## config.mk

```make
export PLATFORM = sky130hd
export DESIGN_NAME = rrs_exec
export DESIGN_NICKNAME = d
export VERILOG_FILES = /design/src/rrs_pkg.sv /design/src/rrs_exec.sv
export SDC_FILE = /design/constraint.sdc
export NUM_CORES = 1
export LEC_CHECK = 0
export BUFFER_PORTS_ARGS = -buffer_cell sky130_fd_sc_hd__buf_2
export CELL_PAD_IN_SITES_DETAIL_PLACEMENT = 0
export CELL_PAD_IN_SITES_GLOBAL_PLACEMENT = 2
export CORE_MARGIN = 3
export CORE_UTILIZATION = 35
export CTS_BUF_LIST = sky130_fd_sc_hd__clkbuf_4 sky130_fd_sc_hd__clkbuf_8 sky130_fd_sc_hd__clkbuf_16
export DETAILED_ROUTE_END_ITERATION = 10
export GPL_TIMING_DRIVEN = 0
export PLACE_DENSITY_LB_ADDON = 0.1
export SYNTH_ARGS = -nofsm -noshare
export SYNTH_HDL_FRONTEND = slang
export SYNTH_SLANG_ARGS = --single-unit
```

## constraint.sdc

```tcl
create_clock -name ref_clk_i -period 6.5 [get_ports ref_clk_i]
set_clock_uncertainty 0.1 [all_clocks]
set_input_delay 0.975 -clock ref_clk_i [delete_from_list [all_inputs] [get_ports ref_clk_i]]
set_output_delay 0.975 -clock ref_clk_i [all_outputs]
set_load 0.01 [all_outputs]
```

## src/rrs_pkg.sv

```systemverilog
package rrs_pkg;

  // ==========================================================
  // Opcodes
  localparam logic [7:0] OPC_PREFIX = 8'hCE;
  localparam logic [7:0] OPC_SUB_A = 8'h18;
  localparam logic [7:0] OPC_SUB_B = 8'h19;
  localparam logic [7:0] OPC_SUB_IMM = 8'h1A;
  localparam logic [7:0] OPC_SUB_BP = 8'h1D;
  localparam logic [7:0] OPC_SUB_ABS = 8'h1F;
  localparam logic [7:0] OPC_ROTC_A = 8'h98;
  localparam logic [7:0] OPC_ROTC_B = 8'h99;
  localparam logic [7:0] OPC_ROTC_BP = 8'h9A;
  localparam logic [7:0] OPC_ROTC_PTR = 8'h9B;
  localparam logic [7:0] OPC_CIRC_A = 8'h9C;
  localparam logic [7:0] OPC_CIRC_B = 8'h9D;
  localparam logic [7:0] OPC_CIRC_BP = 8'h9E;
  localparam logic [7:0] OPC_CIRC_PTR = 8'h9F;

  // ==========================================================
  // Timing, in instruction cycles of two clocks each
  localparam int CLK_PER_CYC = 2;
  localparam logic [3:0] CYC_SUB_REG = 4'h2;
  localparam logic [3:0] CYC_SUB_IMM = 4'h2;
  localparam logic [3:0] CYC_SUB_BP = 4'h3;
  localparam logic [3:0] CYC_SUB_ABS = 4'h4;
  localparam logic [3:0] CYC_ROT_REG = 4'h3;
  localparam logic [3:0] CYC_ROT_BP = 4'h5;
  localparam logic [3:0] CYC_ROT_PTR = 4'h4;

  // ==========================================================
  // Software register map
  localparam logic [3:0] REG_ACC = 4'h0;
  localparam logic [3:0] REG_BREG = 4'h1;
  localparam logic [3:0] REG_FLAGS = 4'h2;
  localparam logic [3:0] REG_PTR_LO = 4'h3;
  localparam logic [3:0] REG_PTR_HI = 4'h4;
  localparam logic [3:0] REG_BASE_PAGE = 4'h5;
  localparam logic [3:0] REG_EXP_PAGE = 4'h6;
  localparam logic [3:0] REG_CONFIG = 4'h7;
  localparam logic [3:0] REG_STATUS = 4'h8;

  // Flag byte, config and status bit layout
  localparam int FLG_Z = 0;
  localparam int FLG_C = 1;
  localparam int FLG_V = 2;
  localparam int FLG_N = 3;
  localparam int FLG_D = 4;
  localparam int FLG_U = 5;
  localparam int CFG_PAGED = 0;
  localparam int STS_BUSY = 0;
  localparam int STS_BAD_OP = 1;

  // Reset values
  localparam logic [7:0] RST_BYTE = 8'h00;
  localparam logic [15:0] RST_PTR = 16'h0000;

  // ==========================================================
  // Types
  typedef enum logic [1:0] {ST_IDLE, ST_EXEC} rrs_state_t;
  typedef enum logic [1:0] {K_NONE, K_ROTC, K_CIRC, K_SUB} rrs_kind_t;
  typedef enum logic [1:0] {S_A, S_B, S_IMM, S_MEM} rrs_src_t;
  typedef enum logic [1:0] {M_NONE, M_PTR, M_BP, M_ABS} rrs_amode_t;

  typedef struct packed {
    rrs_kind_t kind;
    rrs_src_t src;
    rrs_amode_t amode;
    logic [3:0] cycles;
  } rrs_dec_t;

  typedef struct packed {
    logic valid;
    logic [7:0] op0;
    logic [7:0] op1;
    logic [7:0] lo;
    logic [7:0] hi;
  } rrs_cmd_t;

  typedef struct packed {
    logic rd;
    logic wr;
    logic [23:0] addr;
    logic [7:0] wdata;
  } rrs_mem_t;

  typedef struct packed {
    logic [3:0] addr;
    logic [7:0] wdata;
    logic wr;
    logic rd;
  } rrs_reg_t;

endpackage

```

## src/rrs_exec.sv

```systemverilog
// The plain strobed port and the placing of the registers were chosen for this implementation.
`timescale 1ns/1ps
module rrs_exec
  import rrs_pkg::*;
(
  input wire logic ref_clk_i,
  input wire logic rst_i,
  input wire rrs_cmd_t cmd_i,
  output logic cmd_ready_o,
  output logic done_o,
  output rrs_mem_t mem_o,
  input wire logic [7:0] mem_rdata_i,
  input wire rrs_reg_t reg_i,
  output logic [7:0] reg_rdata_o
);

  typedef struct packed {
    rrs_state_t st;
    rrs_kind_t kind;
    rrs_src_t src;
    logic dst_mem;
    logic [3:0] step;
    logic [3:0] last;
    logic [23:0] addr;
    logic [7:0] opnd;
    logic [7:0] res;
    logic [7:0] new_flags;
    logic [7:0] acc;
    logic [7:0] breg;
    logic [7:0] flags;
    logic [15:0] ptr;
    logic [7:0] base_page;
    logic [7:0] exp_page;
    logic paged;
    logic bad_op;
    logic done;
    logic [7:0] rdata;
  } rrs_core_t;

  rrs_core_t st_r;
  rrs_core_t st_nxt;

  // ==========================================================
  // Opcode decode
  function automatic rrs_dec_t decode(input logic [7:0] b0, input logic [7:0] b1);
    rrs_dec_t d;
    d = '{kind: K_NONE, src: S_A, amode: M_NONE, cycles: 4'h1};
    if (b0 == OPC_PREFIX) begin
      case (b1)
        OPC_ROTC_A: d = '{kind: K_ROTC, src: S_A, amode: M_NONE, cycles: CYC_ROT_REG};
        OPC_ROTC_B: d = '{kind: K_ROTC, src: S_B, amode: M_NONE, cycles: CYC_ROT_REG};
        OPC_ROTC_BP: d = '{kind: K_ROTC, src: S_MEM, amode: M_BP, cycles: CYC_ROT_BP};
        OPC_ROTC_PTR: d = '{kind: K_ROTC, src: S_MEM, amode: M_PTR, cycles: CYC_ROT_PTR};
        OPC_CIRC_A: d = '{kind: K_CIRC, src: S_A, amode: M_NONE, cycles: CYC_ROT_REG};
        OPC_CIRC_B: d = '{kind: K_CIRC, src: S_B, amode: M_NONE, cycles: CYC_ROT_REG};
        OPC_CIRC_BP: d = '{kind: K_CIRC, src: S_MEM, amode: M_BP, cycles: CYC_ROT_BP};
        OPC_CIRC_PTR: d = '{kind: K_CIRC, src: S_MEM, amode: M_PTR, cycles: CYC_ROT_PTR};
        default: d = '{kind: K_NONE, src: S_A, amode: M_NONE, cycles: 4'h1};
      endcase
    end else begin
      case (b0)
        OPC_SUB_A: d = '{kind: K_SUB, src: S_A, amode: M_NONE, cycles: CYC_SUB_REG};
        OPC_SUB_B: d = '{kind: K_SUB, src: S_B, amode: M_NONE, cycles: CYC_SUB_REG};
        OPC_SUB_IMM: d = '{kind: K_SUB, src: S_IMM, amode: M_NONE, cycles: CYC_SUB_IMM};
        OPC_SUB_BP: d = '{kind: K_SUB, src: S_MEM, amode: M_BP, cycles: CYC_SUB_BP};
        OPC_SUB_ABS: d = '{kind: K_SUB, src: S_MEM, amode: M_ABS, cycles: CYC_SUB_ABS};
        default: d = '{kind: K_NONE, src: S_A, amode: M_NONE, cycles: 4'h1};
      endcase
    end
    return d;
  endfunction

  // ==========================================================
  // Subtract with borrow: returns {result, N, V, C, Z}
  function automatic logic [11:0] sub_borrow(input logic [7:0] a, input logic [7:0] b, input logic cin,
                                      input logic dec, input logic unp);
    logic [8:0] bin;
    logic [4:0] lo;
    logic [4:0] hi;
    logic lo_bw;
    logic [7:0] r;
    logic cout;
    logic v;
    bin = 9'h000;
    lo = 5'h00;
    hi = 5'h00;
    lo_bw = 1'b0;
    r = 8'h00;
    cout = 1'b0;
    v = 1'b0;
    lo = {1'b0, a[3:0]} - {1'b0, b[3:0]} - {4'h0, cin};
    lo_bw = lo[4];
    if (dec && lo_bw) begin
      lo = lo - 5'h06;
    end
    hi = {1'b0, a[7:4]} - {1'b0, b[7:4]} - {4'h0, lo_bw};
    if (dec && hi[4]) begin
      hi = hi - 5'h06;
    end
    bin = {1'b0, a} - {1'b0, b} - {8'h00, cin};
    if (unp) begin
      // Unpacked form works on the low digit only
      r = {4'h0, lo[3:0]};
      cout = lo_bw;
    end else if (dec) begin
      r = {hi[3:0], lo[3:0]};
      cout = hi[4];
    end else begin
      r = bin[7:0];
      cout = bin[8];
      v = (a[7] ^ b[7]) & (a[7] ^ r[7]);
    end
    return {r, r[7], v, cout, (r == 8'h00)};
  endfunction

  // ==========================================================
  // Next state
  rrs_dec_t dec;
  logic [11:0] sub_out;
  logic [7:0] rot_res;
  logic rot_c;

  always_comb begin
    st_nxt = st_r;
    st_nxt.done = 1'b0;
    dec = decode(cmd_i.op0, cmd_i.op1);
    sub_out = sub_borrow(st_r.acc, st_r.opnd, st_r.flags[FLG_C], st_r.flags[FLG_D], st_r.flags[FLG_U]);
    rot_c = st_r.opnd[0];
    if (st_r.kind == K_CIRC) begin
      rot_res = {st_r.opnd[0], st_r.opnd[7:1]};
    end else begin
      rot_res = {st_r.flags[FLG_C], st_r.opnd[7:1]};
    end

    // Software register writes; a finishing instruction overrides below
    if (reg_i.wr) begin
      case (reg_i.addr)
        REG_ACC: st_nxt.acc = reg_i.wdata;
        REG_BREG: st_nxt.breg = reg_i.wdata;
        REG_FLAGS: st_nxt.flags = reg_i.wdata;
        REG_PTR_LO: st_nxt.ptr[7:0] = reg_i.wdata;
        REG_PTR_HI: st_nxt.ptr[15:8] = reg_i.wdata;
        REG_BASE_PAGE: st_nxt.base_page = reg_i.wdata;
        REG_EXP_PAGE: st_nxt.exp_page = reg_i.wdata;
        REG_CONFIG: st_nxt.paged = reg_i.wdata[CFG_PAGED];
        default: st_nxt.paged = st_nxt.paged;
      endcase
    end
    st_nxt.rdata = RST_BYTE;
    if (reg_i.rd) begin
      case (reg_i.addr)
        REG_ACC: st_nxt.rdata = st_r.acc;
        REG_BREG: st_nxt.rdata = st_r.breg;
        REG_FLAGS: st_nxt.rdata = st_r.flags;
        REG_PTR_LO: st_nxt.rdata = st_r.ptr[7:0];
        REG_PTR_HI: st_nxt.rdata = st_r.ptr[15:8];
        REG_BASE_PAGE: st_nxt.rdata = st_r.base_page;
        REG_EXP_PAGE: st_nxt.rdata = st_r.exp_page;
        REG_CONFIG: st_nxt.rdata = {7'h00, st_r.paged};
        REG_STATUS: st_nxt.rdata = {6'h00, st_r.bad_op, (st_r.st == ST_EXEC)};
        default: st_nxt.rdata = RST_BYTE;
      endcase
    end

    case (st_r.st)
      ST_IDLE: begin
        if (cmd_i.valid) begin
          if (dec.kind == K_NONE) begin
            // Unknown opcodes are dropped and flagged, no done pulse
            st_nxt.bad_op = 1'b1;
          end else begin
            st_nxt.bad_op = 1'b0;
            st_nxt.st = ST_EXEC;
            st_nxt.kind = dec.kind;
            st_nxt.src = dec.src;
            st_nxt.dst_mem = (dec.src == S_MEM) && (dec.kind != K_SUB);
            st_nxt.step = 4'h0;
            st_nxt.last = 4'(dec.cycles * CLK_PER_CYC - 1);
            // Page byte is zero outside the paged models
            st_nxt.addr[23:16] = st_r.paged ? st_r.exp_page : 8'h00;
            case (dec.amode)
              M_PTR: st_nxt.addr[15:0] = st_r.ptr;
              M_BP: st_nxt.addr[15:0] = {st_r.base_page, cmd_i.lo};
              M_ABS: st_nxt.addr[15:0] = {cmd_i.hi, cmd_i.lo};
              default: st_nxt.addr[15:0] = 16'h0000;
            endcase
            case (dec.src)
              S_A: st_nxt.opnd = st_r.acc;
              S_B: st_nxt.opnd = st_r.breg;
              S_IMM: st_nxt.opnd = cmd_i.lo;
              default: st_nxt.opnd = RST_BYTE;
            endcase
          end
        end
      end
      ST_EXEC: begin
        st_nxt.step = st_r.step + 4'h1;
        if (st_r.step == 4'h1 && st_r.src == S_MEM) begin
          st_nxt.opnd = mem_rdata_i;
        end
        if (st_r.step == st_r.last - 4'h1) begin
          st_nxt.new_flags = st_r.flags;
          if (st_r.kind == K_SUB) begin
            st_nxt.res = sub_out[11:4];
            st_nxt.new_flags[FLG_N] = sub_out[3];
            st_nxt.new_flags[FLG_V] = sub_out[2];
            st_nxt.new_flags[FLG_C] = sub_out[1];
            st_nxt.new_flags[FLG_Z] = sub_out[0];
          end else begin
            st_nxt.res = rot_res;
            st_nxt.new_flags[FLG_N] = rot_res[7];
            st_nxt.new_flags[FLG_C] = rot_c;
            st_nxt.new_flags[FLG_Z] = (rot_res == 8'h00);
          end
        end
        if (st_r.step == st_r.last) begin
          st_nxt.st = ST_IDLE;
          st_nxt.done = 1'b1;
          st_nxt.flags = st_r.new_flags;
          if (st_r.kind == K_SUB || st_r.src == S_A) begin
            if (!st_r.dst_mem) begin
              st_nxt.acc = (st_r.kind == K_SUB || st_r.src == S_A) ? st_r.res : st_r.acc;
            end
          end
          if (st_r.kind != K_SUB && st_r.src == S_B) begin
            st_nxt.breg = st_r.res;
          end
        end
      end
      default: st_nxt.st = ST_IDLE;
    endcase
  end

  // ==========================================================
  // State register
  always_ff @(posedge ref_clk_i or posedge rst_i) begin
    if (rst_i) begin
      st_r <= '{st: ST_IDLE, kind: K_NONE, src: S_A, addr: 24'h000000, ptr: RST_PTR, default: '0};
    end else begin
      st_r <= st_nxt;
    end
  end

  // ==========================================================
  // Outputs; address held for the whole instruction
  assign cmd_ready_o = (st_r.st == ST_IDLE);
  assign done_o = st_r.done;
  assign reg_rdata_o = st_r.rdata;
  assign mem_o.addr = st_r.addr;
  assign mem_o.wdata = st_r.res;
  assign mem_o.rd = (st_r.st == ST_EXEC) && (st_r.step == 4'h0) && (st_r.src == S_MEM);
  assign mem_o.wr = (st_r.st == ST_EXEC) && (st_r.step == st_r.last) && st_r.dst_mem;

endmodule

```

==> summary.md, run 1 <==
| Metric | Value |
|---|---|
| CP required | `approximately 6.7 ns` |
| Largest family of logic cells by synthesized area | `compound AO/OA/AOI/OAI gates` |
| Combinational share of power | `a little under half` |
| Post-CTS Setup Inserts | `0` |
| Max-slew violations | `0` |
| Max-cap violations | `0` |
| Net Count, Synth | `approximately 900` |
| Final WS setup | `slightly below 0.7 ns` |
| Dominant synthesized flop cell | `dfrtp_1` |
| Compound-cell area share of the yosys netlist | `~16%` |
| Nets | `between 1000 and 1500` |
| Worst-margin pin slew | `a little over 0.9 ns` |
| Commonest cells after routing, fill and taps aside | `128 x dfrtp_1, 104 x buf_2, 78 x nand2_1` |
| Antenna Nets Post-Route | `0` |
| Via count | `around 6500` |
| CTS Hold Buffers Added | `0` |
| VDD IR-drop max | `between 0.5 and 0.6 mV` |
| Largest net degree at the start of global routing | `a little under 90` |
| Net switching power | `1.75 mW` |
| CTS tree | `built` |
| Initial antenna violation count | `0` |
| Rows | `54` |
| Hold Fails Final Rpt | `0` |
| Buffer depth of the longest clock path | `2` |
| Count of different cell masters after synthesis | `75` |
| Antenna Diode Count | `0` |
| Clock transition at the registers of the reported paths | `~0.06 ns` |
| Core ar. | `21900 um^2` |
| CTS Buf Count | `17` |
| I/O pins | `101` |
| Setup repair after global routing missed its margin | `false` |
| Clk_lat worst skew | `roughly 0.43 ns` |
| Initial core utilization | `between 30% and 40%` |
| Area grow syn2layout | `18.8%` |
| First-pass GRT wire length | `39.8 mm` |
| Syn_area_per_cell | `between 9 and 10 um^2` |
| Clock Sinks | `roughly 130` |
| Kind of critical path | `flip-flop to flip-flop` |
| GRT Util Overall | `21.6%` |
| Initial DRC count | `~270` |
| Routability congestion estimate | `around 0.86` |
| DR DRC count | `0` |
| Mapped cell area | `between 7000 and 8000 um^2` |
| Die area | `24200 um^2` |
| Number of synthesized flops with an enable pin | `0` |
| CTS root buffer | `clkbuf_16` |
| Worst slew margin | `between 30% and 40%` |
| Router iterations before antenna repair | `5` |
| # resized after CTS | `0` |
| Hold WS | `~0.38 ns` |
| Post-Synth XOR/XNOR Area | `3.11%` |
| Mux cell area share after synthesis | `~12%` |
| Worst min path class | `flip-flop to flip-flop` |
| Post-Synth Simple-Gate Area | `around 15%` |
| Die height | `around 160 um` |
| Port Buffers | `99` |
| Synth warn | `0` |
| Internal Pwr Total | `about 2.5 mW` |
| Setup TNS Final | `0 ns` |
| Net Sw Frac | `41.3%` |
| Layout cells sized above 1 | `between 20% and 30%` |
| Post-synthesis async set-or-reset flop share | `100%` |
| Fraction of the mapped netlist area in adder cells | `under 10%` |
| Aggregate global routing overflow | `0` |
| Fin crit period | `about 5.8 ns` |
| Worst setup SP type | `flip-flop` |
| Clock Power Share | `a little under a quarter` |
| Max Freq | `172 MHz` |
| WL final | `approximately 26 mm` |
| Status | `complete, no violations` |
| Vias in the first global route | `between 6000 and 7000` |
| Vias per inst | `between 5 and 6` |
| Crit share post-route | `between 80% and 90%` |
| Dpl cells | `1190` |
| Wirelength per Cell | `between 20 and 25 um` |
| Mapped Cells | `810` |
| Post-DP HPWL | `roughly 20 mm` |
| Pwr/cell area | `between 400 and 500 nW/um^2` |
| Most common cell after layout, fill and taps aside | `dfrtp_1` |
| Arrival time worst endpoint | `between 6 and 7 ns` |
| Crit Path Max Fanout | `4` |
| Sequential share of power | `about 30%` |
| Part of the Yosys area used for sequential elements | `approximately two fifths` |
| Leakage | `4.34 nW` |
| FF+latch count, synth | `around 130` |
| H-tree Lvls | `4` |
| Die Wd | `between 150 and 200 um` |
| Post-Layout Cell Count | `approximately 1200` |
| Placement Setup Slack | `between 0.6 and 0.7 ns` |
| Setup violators final | `0` |
| Type of element capturing the critical path | `flip-flop` |
==> metrics by stage <==
stage	instance area [um^2]	utilization (%)	total power, mW
after global placement	8680	39.6	3.24
after CTS	9300	42.5	4.27
after detailed placement	8710	39.8	3.28
after global routing	9300	42.5	4.56
final	9300	42.5	4.23
after floorplan	7830	-	2.68
==> final timing paths <==
kind                                             to  cells after the start  slack (ns)                  start
max                            mem_o[6]$_DFFE_PP0P_                     22        0.69     st_r[59]$_DFF_PP0_
min                           mem_o[24]$_DFFE_PP0P_                      2        0.38  mem_o[24]$_DFFE_PP0P_
max reg2reg                    mem_o[6]$_DFFE_PP0P_                     22        0.69     st_r[59]$_DFF_PP0_
min reg2reg                   mem_o[24]$_DFFE_PP0P_                      2        0.38  mem_o[24]$_DFFE_PP0P_
max in group asynchronous  reg_rdata_o[4]$_DFF_PP0_                      3        5.07                  rst_i
min in group asynchronous     mem_o[21]$_DFFE_PP0P_                      2        0.44                  rst_i
==> per-layer routing <==
| layer | GRT usage [%] | part of all wire (%) |
|---|---|---|
| met1 | 31.0 | 48 |
| met3 | 4.49 | 4.3 |
| met5 | 0 | 0 |
| met4 | 5.04 | 1.6 |
| met2 | 33.9 | 46 |
==> layout make-up <==
| class | instances | area, um^2 |
|---|---|---|
| clock buffer | 17 | 425 |
| buffer | 80 | 472 |
| fill | 2175 | 12600 |
| timing repair buffer | 100 | 523 |
| multi-input combinational | 562 | 4010 |
| sequential | 128 | 3200 |
| inverter | 40 | 155 |
| clock inverter | 15 | 166 |
| tap | 280 | 350 |
==> power by group through the flow <==
stage / Sequential [mW] / Combinational [mW] / Clock (mW)
floorplan: 1.14 / 1.54 / 0
CTS: 1.26 / 2.03 / 0.987
global route: 1.28 / 2.25 / 1.03
finish: 1.25 / 2.00 / 0.969
detailed placement: 1.27 / 2.01 / 0
global placement: 1.27 / 1.97 / 0
==> state kept, by name, summed over array words and instances (netlist names) <==
register     cells
reg_rdata_o      8
st_r            87
rot_c            1
mem_o           31
done_o           1
==> cell usage after synthesis, drive strengths merged (8+ instances only) <==
cell     count  share of area, %
a21oi       56               3.6
a22o        11               1.2
a22oi       17               1.6
a2bb2oi      8              0.89
buf         51               4.6
clkbuf      29               1.4
dfrtp      128                41
ha          25               4.0
inv         40               1.9
mux2        45               6.5
mux2i       40               5.1
nand2       78               3.7
nand2b       9              0.72
nand3       18               1.2
nand4       14               1.2
nor2        60               2.9
nor2b       10              0.80
o21ai       36               2.3
o31ai       11               1.3
xnor2       13               1.6
xor2         8              0.89
==> worst max-delay path, cell delays in order (launching register included) <==
cell and delay (ns):
dfrtp_1 0.44, inv_1 0.10, fa_1 0.49, inv_1 0.07, ha_1 0.15, nor2_1 0.08
fa_1 0.43, and3b_1 0.22, o22a_1 0.26, xnor2_1 0.15, ha_1 0.30, inv_1 0.04
ha_1 0.18, or2_2 0.28, fa_1 0.42, xor2_1 0.18, ha_1 0.32, or3b_2 0.44
o21a_1 0.11, o221a_2 0.25, a221oi_1 0.36, nand2_1 0.13, a31oi_1 0.21
==> cell families (layout without fill, tap and decap cells) <==
family / Yosys count / in the layout
compound gates: 191 / 191
xor+xnor: 23 / 23
fa+ha+maj: 28 / 28
buf+inv: 120 / 252
flops: 128 / 128
mux: 87 / 87
simple gates: 233 / 233
Note: power is estimated with default switching activity, not from simulation.
==> run 2, diff against run 1 <==
Settings changed: BUFFER_PORTS_ARGS -buffer_cell sky130_fd_sc_hd__buf_2 to unset, DONT_BUFFER_PORTS set to 1.
==> run 2 against run 1 <==
Via count shrank 4.6%. Routed wire length grew 0.55%. Design area shrank 5.4%. Core utilization shrank 2.3 points. Worst setup slack lost 0.027 ns. Maximum frequency shrank 0.46%. Largest power group unchanged.
==> summary.md, run 2 (synthesis gave the netlist of run 1 again) <==
| Metric | Value |
|---|---|
| Worst-margin pin slew | `0.966 ns (+0.0459 ns)` |
| Worst path cell trace | `inv_1, fa_1, inv_1, ha_1, nor2_1, fa_1, and3b_1, o22a_1, xnor2_1, ha_1, inv_1, ha_1, or2_2, fa_1, xor2_1, ha_1, or3b_2, o21a_1, o221a_2, a221oi_1, nand2_1, a31oi_1` |
| Top reg by flops | `st_r` |
| Status | `complete, no violations` |
| Die area | `24200 um^2 (unchanged)` |
| # resized after CTS | `0 (unchanged)` |
| Setup TNS Final | `0 ns (unchanged)` |
| Antenna Nets Post-Route | `0 (unchanged)` |
| VDD IR-drop max | `0.545 mV (-4.0%)` |
| Combinational share of power | `47.1% (-0.3 points)` |
| Sequential share of power | `30.0% (+0.4 points)` |
| Commonest cells after routing, fill and taps aside | `128 x dfrtp_1, 78 x nand2_1, 59 x nor2_1` |
| Largest net degree at the start of global routing | `74 (-16%)` |
| Clock Sinks | `128 (unchanged)` |
| Area grow syn2layout | `12.3%` |
| CTS Buf Count | `17 (unchanged)` |
| Clock Power Share | `22.9% (about the same)` |
| First-pass GRT wire length | `39.4 mm (-1.0%)` |
| Type of element capturing the critical path | `flip-flop` |
| Routability congestion estimate | `0.866 (+0.79%)` |
| GRT Util Overall | `21.4% (-0.18 points)` |
| Antenna Diode Count | `0 (unchanged)` |
| Aggregate global routing overflow | `0 (unchanged)` |
| Net switching power | `1.74 mW (-0.62%)` |
| Internal Pwr Total | `2.46 mW (-0.58%)` |
| Post-DP HPWL | `19.9 mm (-0.83%)` |
| Port Buffers | `0 (-100%)` |
| Arrival time worst endpoint | `6.07 ns (+0.02 ns)` |
| Worst slew margin | `35.1% (-3.1 points)` |
| Initial core utilization | `35.8% (unchanged)` |
| CP dominant cell by count | `ha_1` |
| H-tree Lvls | `4 (unchanged)` |
| Worst min path class | `input port to async pin` |
| Initial DRC count | `345 (+26%)` |
| CTS root buffer | `clkbuf_16` |
| Core ar. | `21900 um^2 (unchanged)` |
| Max-cap violations | `0 (unchanged)` |
| Hold Fails Final Rpt | `0 (unchanged)` |
| CP required | `6.74 ns (about the same)` |
| Clk_lat worst skew | `0.42 ns (about the same)` |
| Most common cell after layout, fill and taps aside | `dfrtp_1` |
| R2R setup slack | `0.67 ns (-0.03 ns)` |
| Pwr/cell area | `477 nW/um^2 (+5.1%)` |
| Die height | `156 um (unchanged)` |
| Die Wd | `156 um (unchanged)` |
| Number of flip-flops in the largest register | `87 (unchanged)` |
| Crit share post-route | `89.7% (+0.41 points)` |
| Via count | `6203 (-4.6%)` |
| Kind of critical path | `flip-flop to flip-flop` |
| WL final | `25.8 mm (+0.55%)` |
| Slowest stage cell, crit path | `fa_1` |
| Setup violators final | `0 (unchanged)` |
| Post-CTS Setup Inserts | `0 (unchanged)` |
| CP peak stage delay | `0.49 ns (about the same)` |
| Router iterations before antenna repair | `5 (unchanged)` |
| CTS tree | `built` |
| Net Sw Frac | `41.3% (about the same)` |
| Buffer depth of the longest clock path | `2 (unchanged)` |
| Wirelength per Cell | `22.9 um (+9.4%)` |
| Max-slew violations | `0 (unchanged)` |
| DR DRC count | `0 (unchanged)` |
| R2R cell count | `22 (unchanged)` |
| I/O pins | `101 (unchanged)` |
| Clock transition at the registers of the reported paths | `0.06 ns (about the same)` |
| CTS Hold Buffers Added | `0 (unchanged)` |
| Nets | `915 (-9.8%)` |
| Max Freq | `171 MHz (-0.46%)` |
| Setup repair after global routing missed its margin | `false` |
| Layout cells sized above 1 | `17.2% (-8.7 points)` |
| Crit Path Max Fanout | `4 (unchanged)` |
| Worst setup SP type | `flip-flop` |
| Design Area, Final | `8800 um^2 (-5.4%)` |
| Area of the multi-input gates | `4010 um^2 (unchanged)` |
| Vias in the first global route | `6431 (-3.7%)` |
| Rows | `54 (unchanged)` |
| Vias per inst | `5.52 (+3.8%)` |
| Register Area | `3200 um^2 (unchanged)` |
| Area after DPL | `8220 um^2 (-5.7%)` |
| Initial antenna violation count | `0 (unchanged)` |
| Filler cells | `2189 (+0.64%)` |
| Leakage | `3.90 nW (-10%)` |
| Fin crit period | `5.83 ns (+0.0265 ns)` |
run 2: layout make-up:
class | instances | share of cell area, %
sequential | 128 | 36.4
buffer | 80 | 5.36
clock inverter | 12 | 1.37
tap | 280 | 3.98
inverter | 40 | 1.76
multi-input combinational | 562 | 45.6
clock buffer | 20 | 5.23
timing repair buffer | 1 | 0.313
run 2: path summary, 6_finish.rpt:
check                                      startpoint                        to
worst min register to register  mem_o[17]$_DFFE_PP0P_     mem_o[17]$_DFFE_PP0P_
worst min-delay path                            rst_i     mem_o[21]$_DFFE_PP0P_
min in group ref_clk_i          mem_o[17]$_DFFE_PP0P_     mem_o[17]$_DFFE_PP0P_
worst max-delay path               st_r[59]$_DFF_PP0_      mem_o[6]$_DFFE_PP0P_
max in group asynchronous                       rst_i  reg_rdata_o[3]$_DFF_PP0_
worst max register to register     st_r[59]$_DFF_PP0_      mem_o[6]$_DFFE_PP0P_
run 2: critical path: cells and delay by family, from the launching register on:
kind	cells	cell delay, ns
fa+ha+maj	7	2.32
buf+inv	3	0.24
simple gates	5	1.14
flops	1	0.44
compound gates	5	1.18
xor+xnor	2	0.33
run 2: per-layer routing:
layer | up-vias | track usage, % | part of all wire [%]
li1 | 2911 | - | -
met1 | 3124 | 30.4 | 48
met2 | 152 | 34.0 | 46
met3 | 16 | 4.52 | 4.6
met4 | 0 | 4.67 | 1.3
met5 | - | 0 | 0
run 2: through the flow:
stage          total power [mW]  setup WS, ns  std cells  hold WS (ns)  utilization [%]
2_1_floorplan              2.68          1.24        810         0.350                -
3_3_place_gp               3.19         0.570       1090         0.363             37.4
3_5_place_dp               3.23         0.685       1091         0.372             37.5
4_1_cts                    4.21         0.645       1123         0.380             40.2
5_1_grt                    4.51         0.358       1123         0.388             40.2
6_report                   4.20         0.667       1123         0.355             40.2
run 2: power by group through the flow:
stage                     clock [mW]  combinational (mW)  sequential [mW]
after floorplan                    0                1.54             1.14
after global placement             0                1.92             1.27
after detailed placement           0                1.95             1.27
after CTS                      0.974                1.98             1.26
after global routing            1.02                2.21             1.28
final                          0.962                1.98             1.26
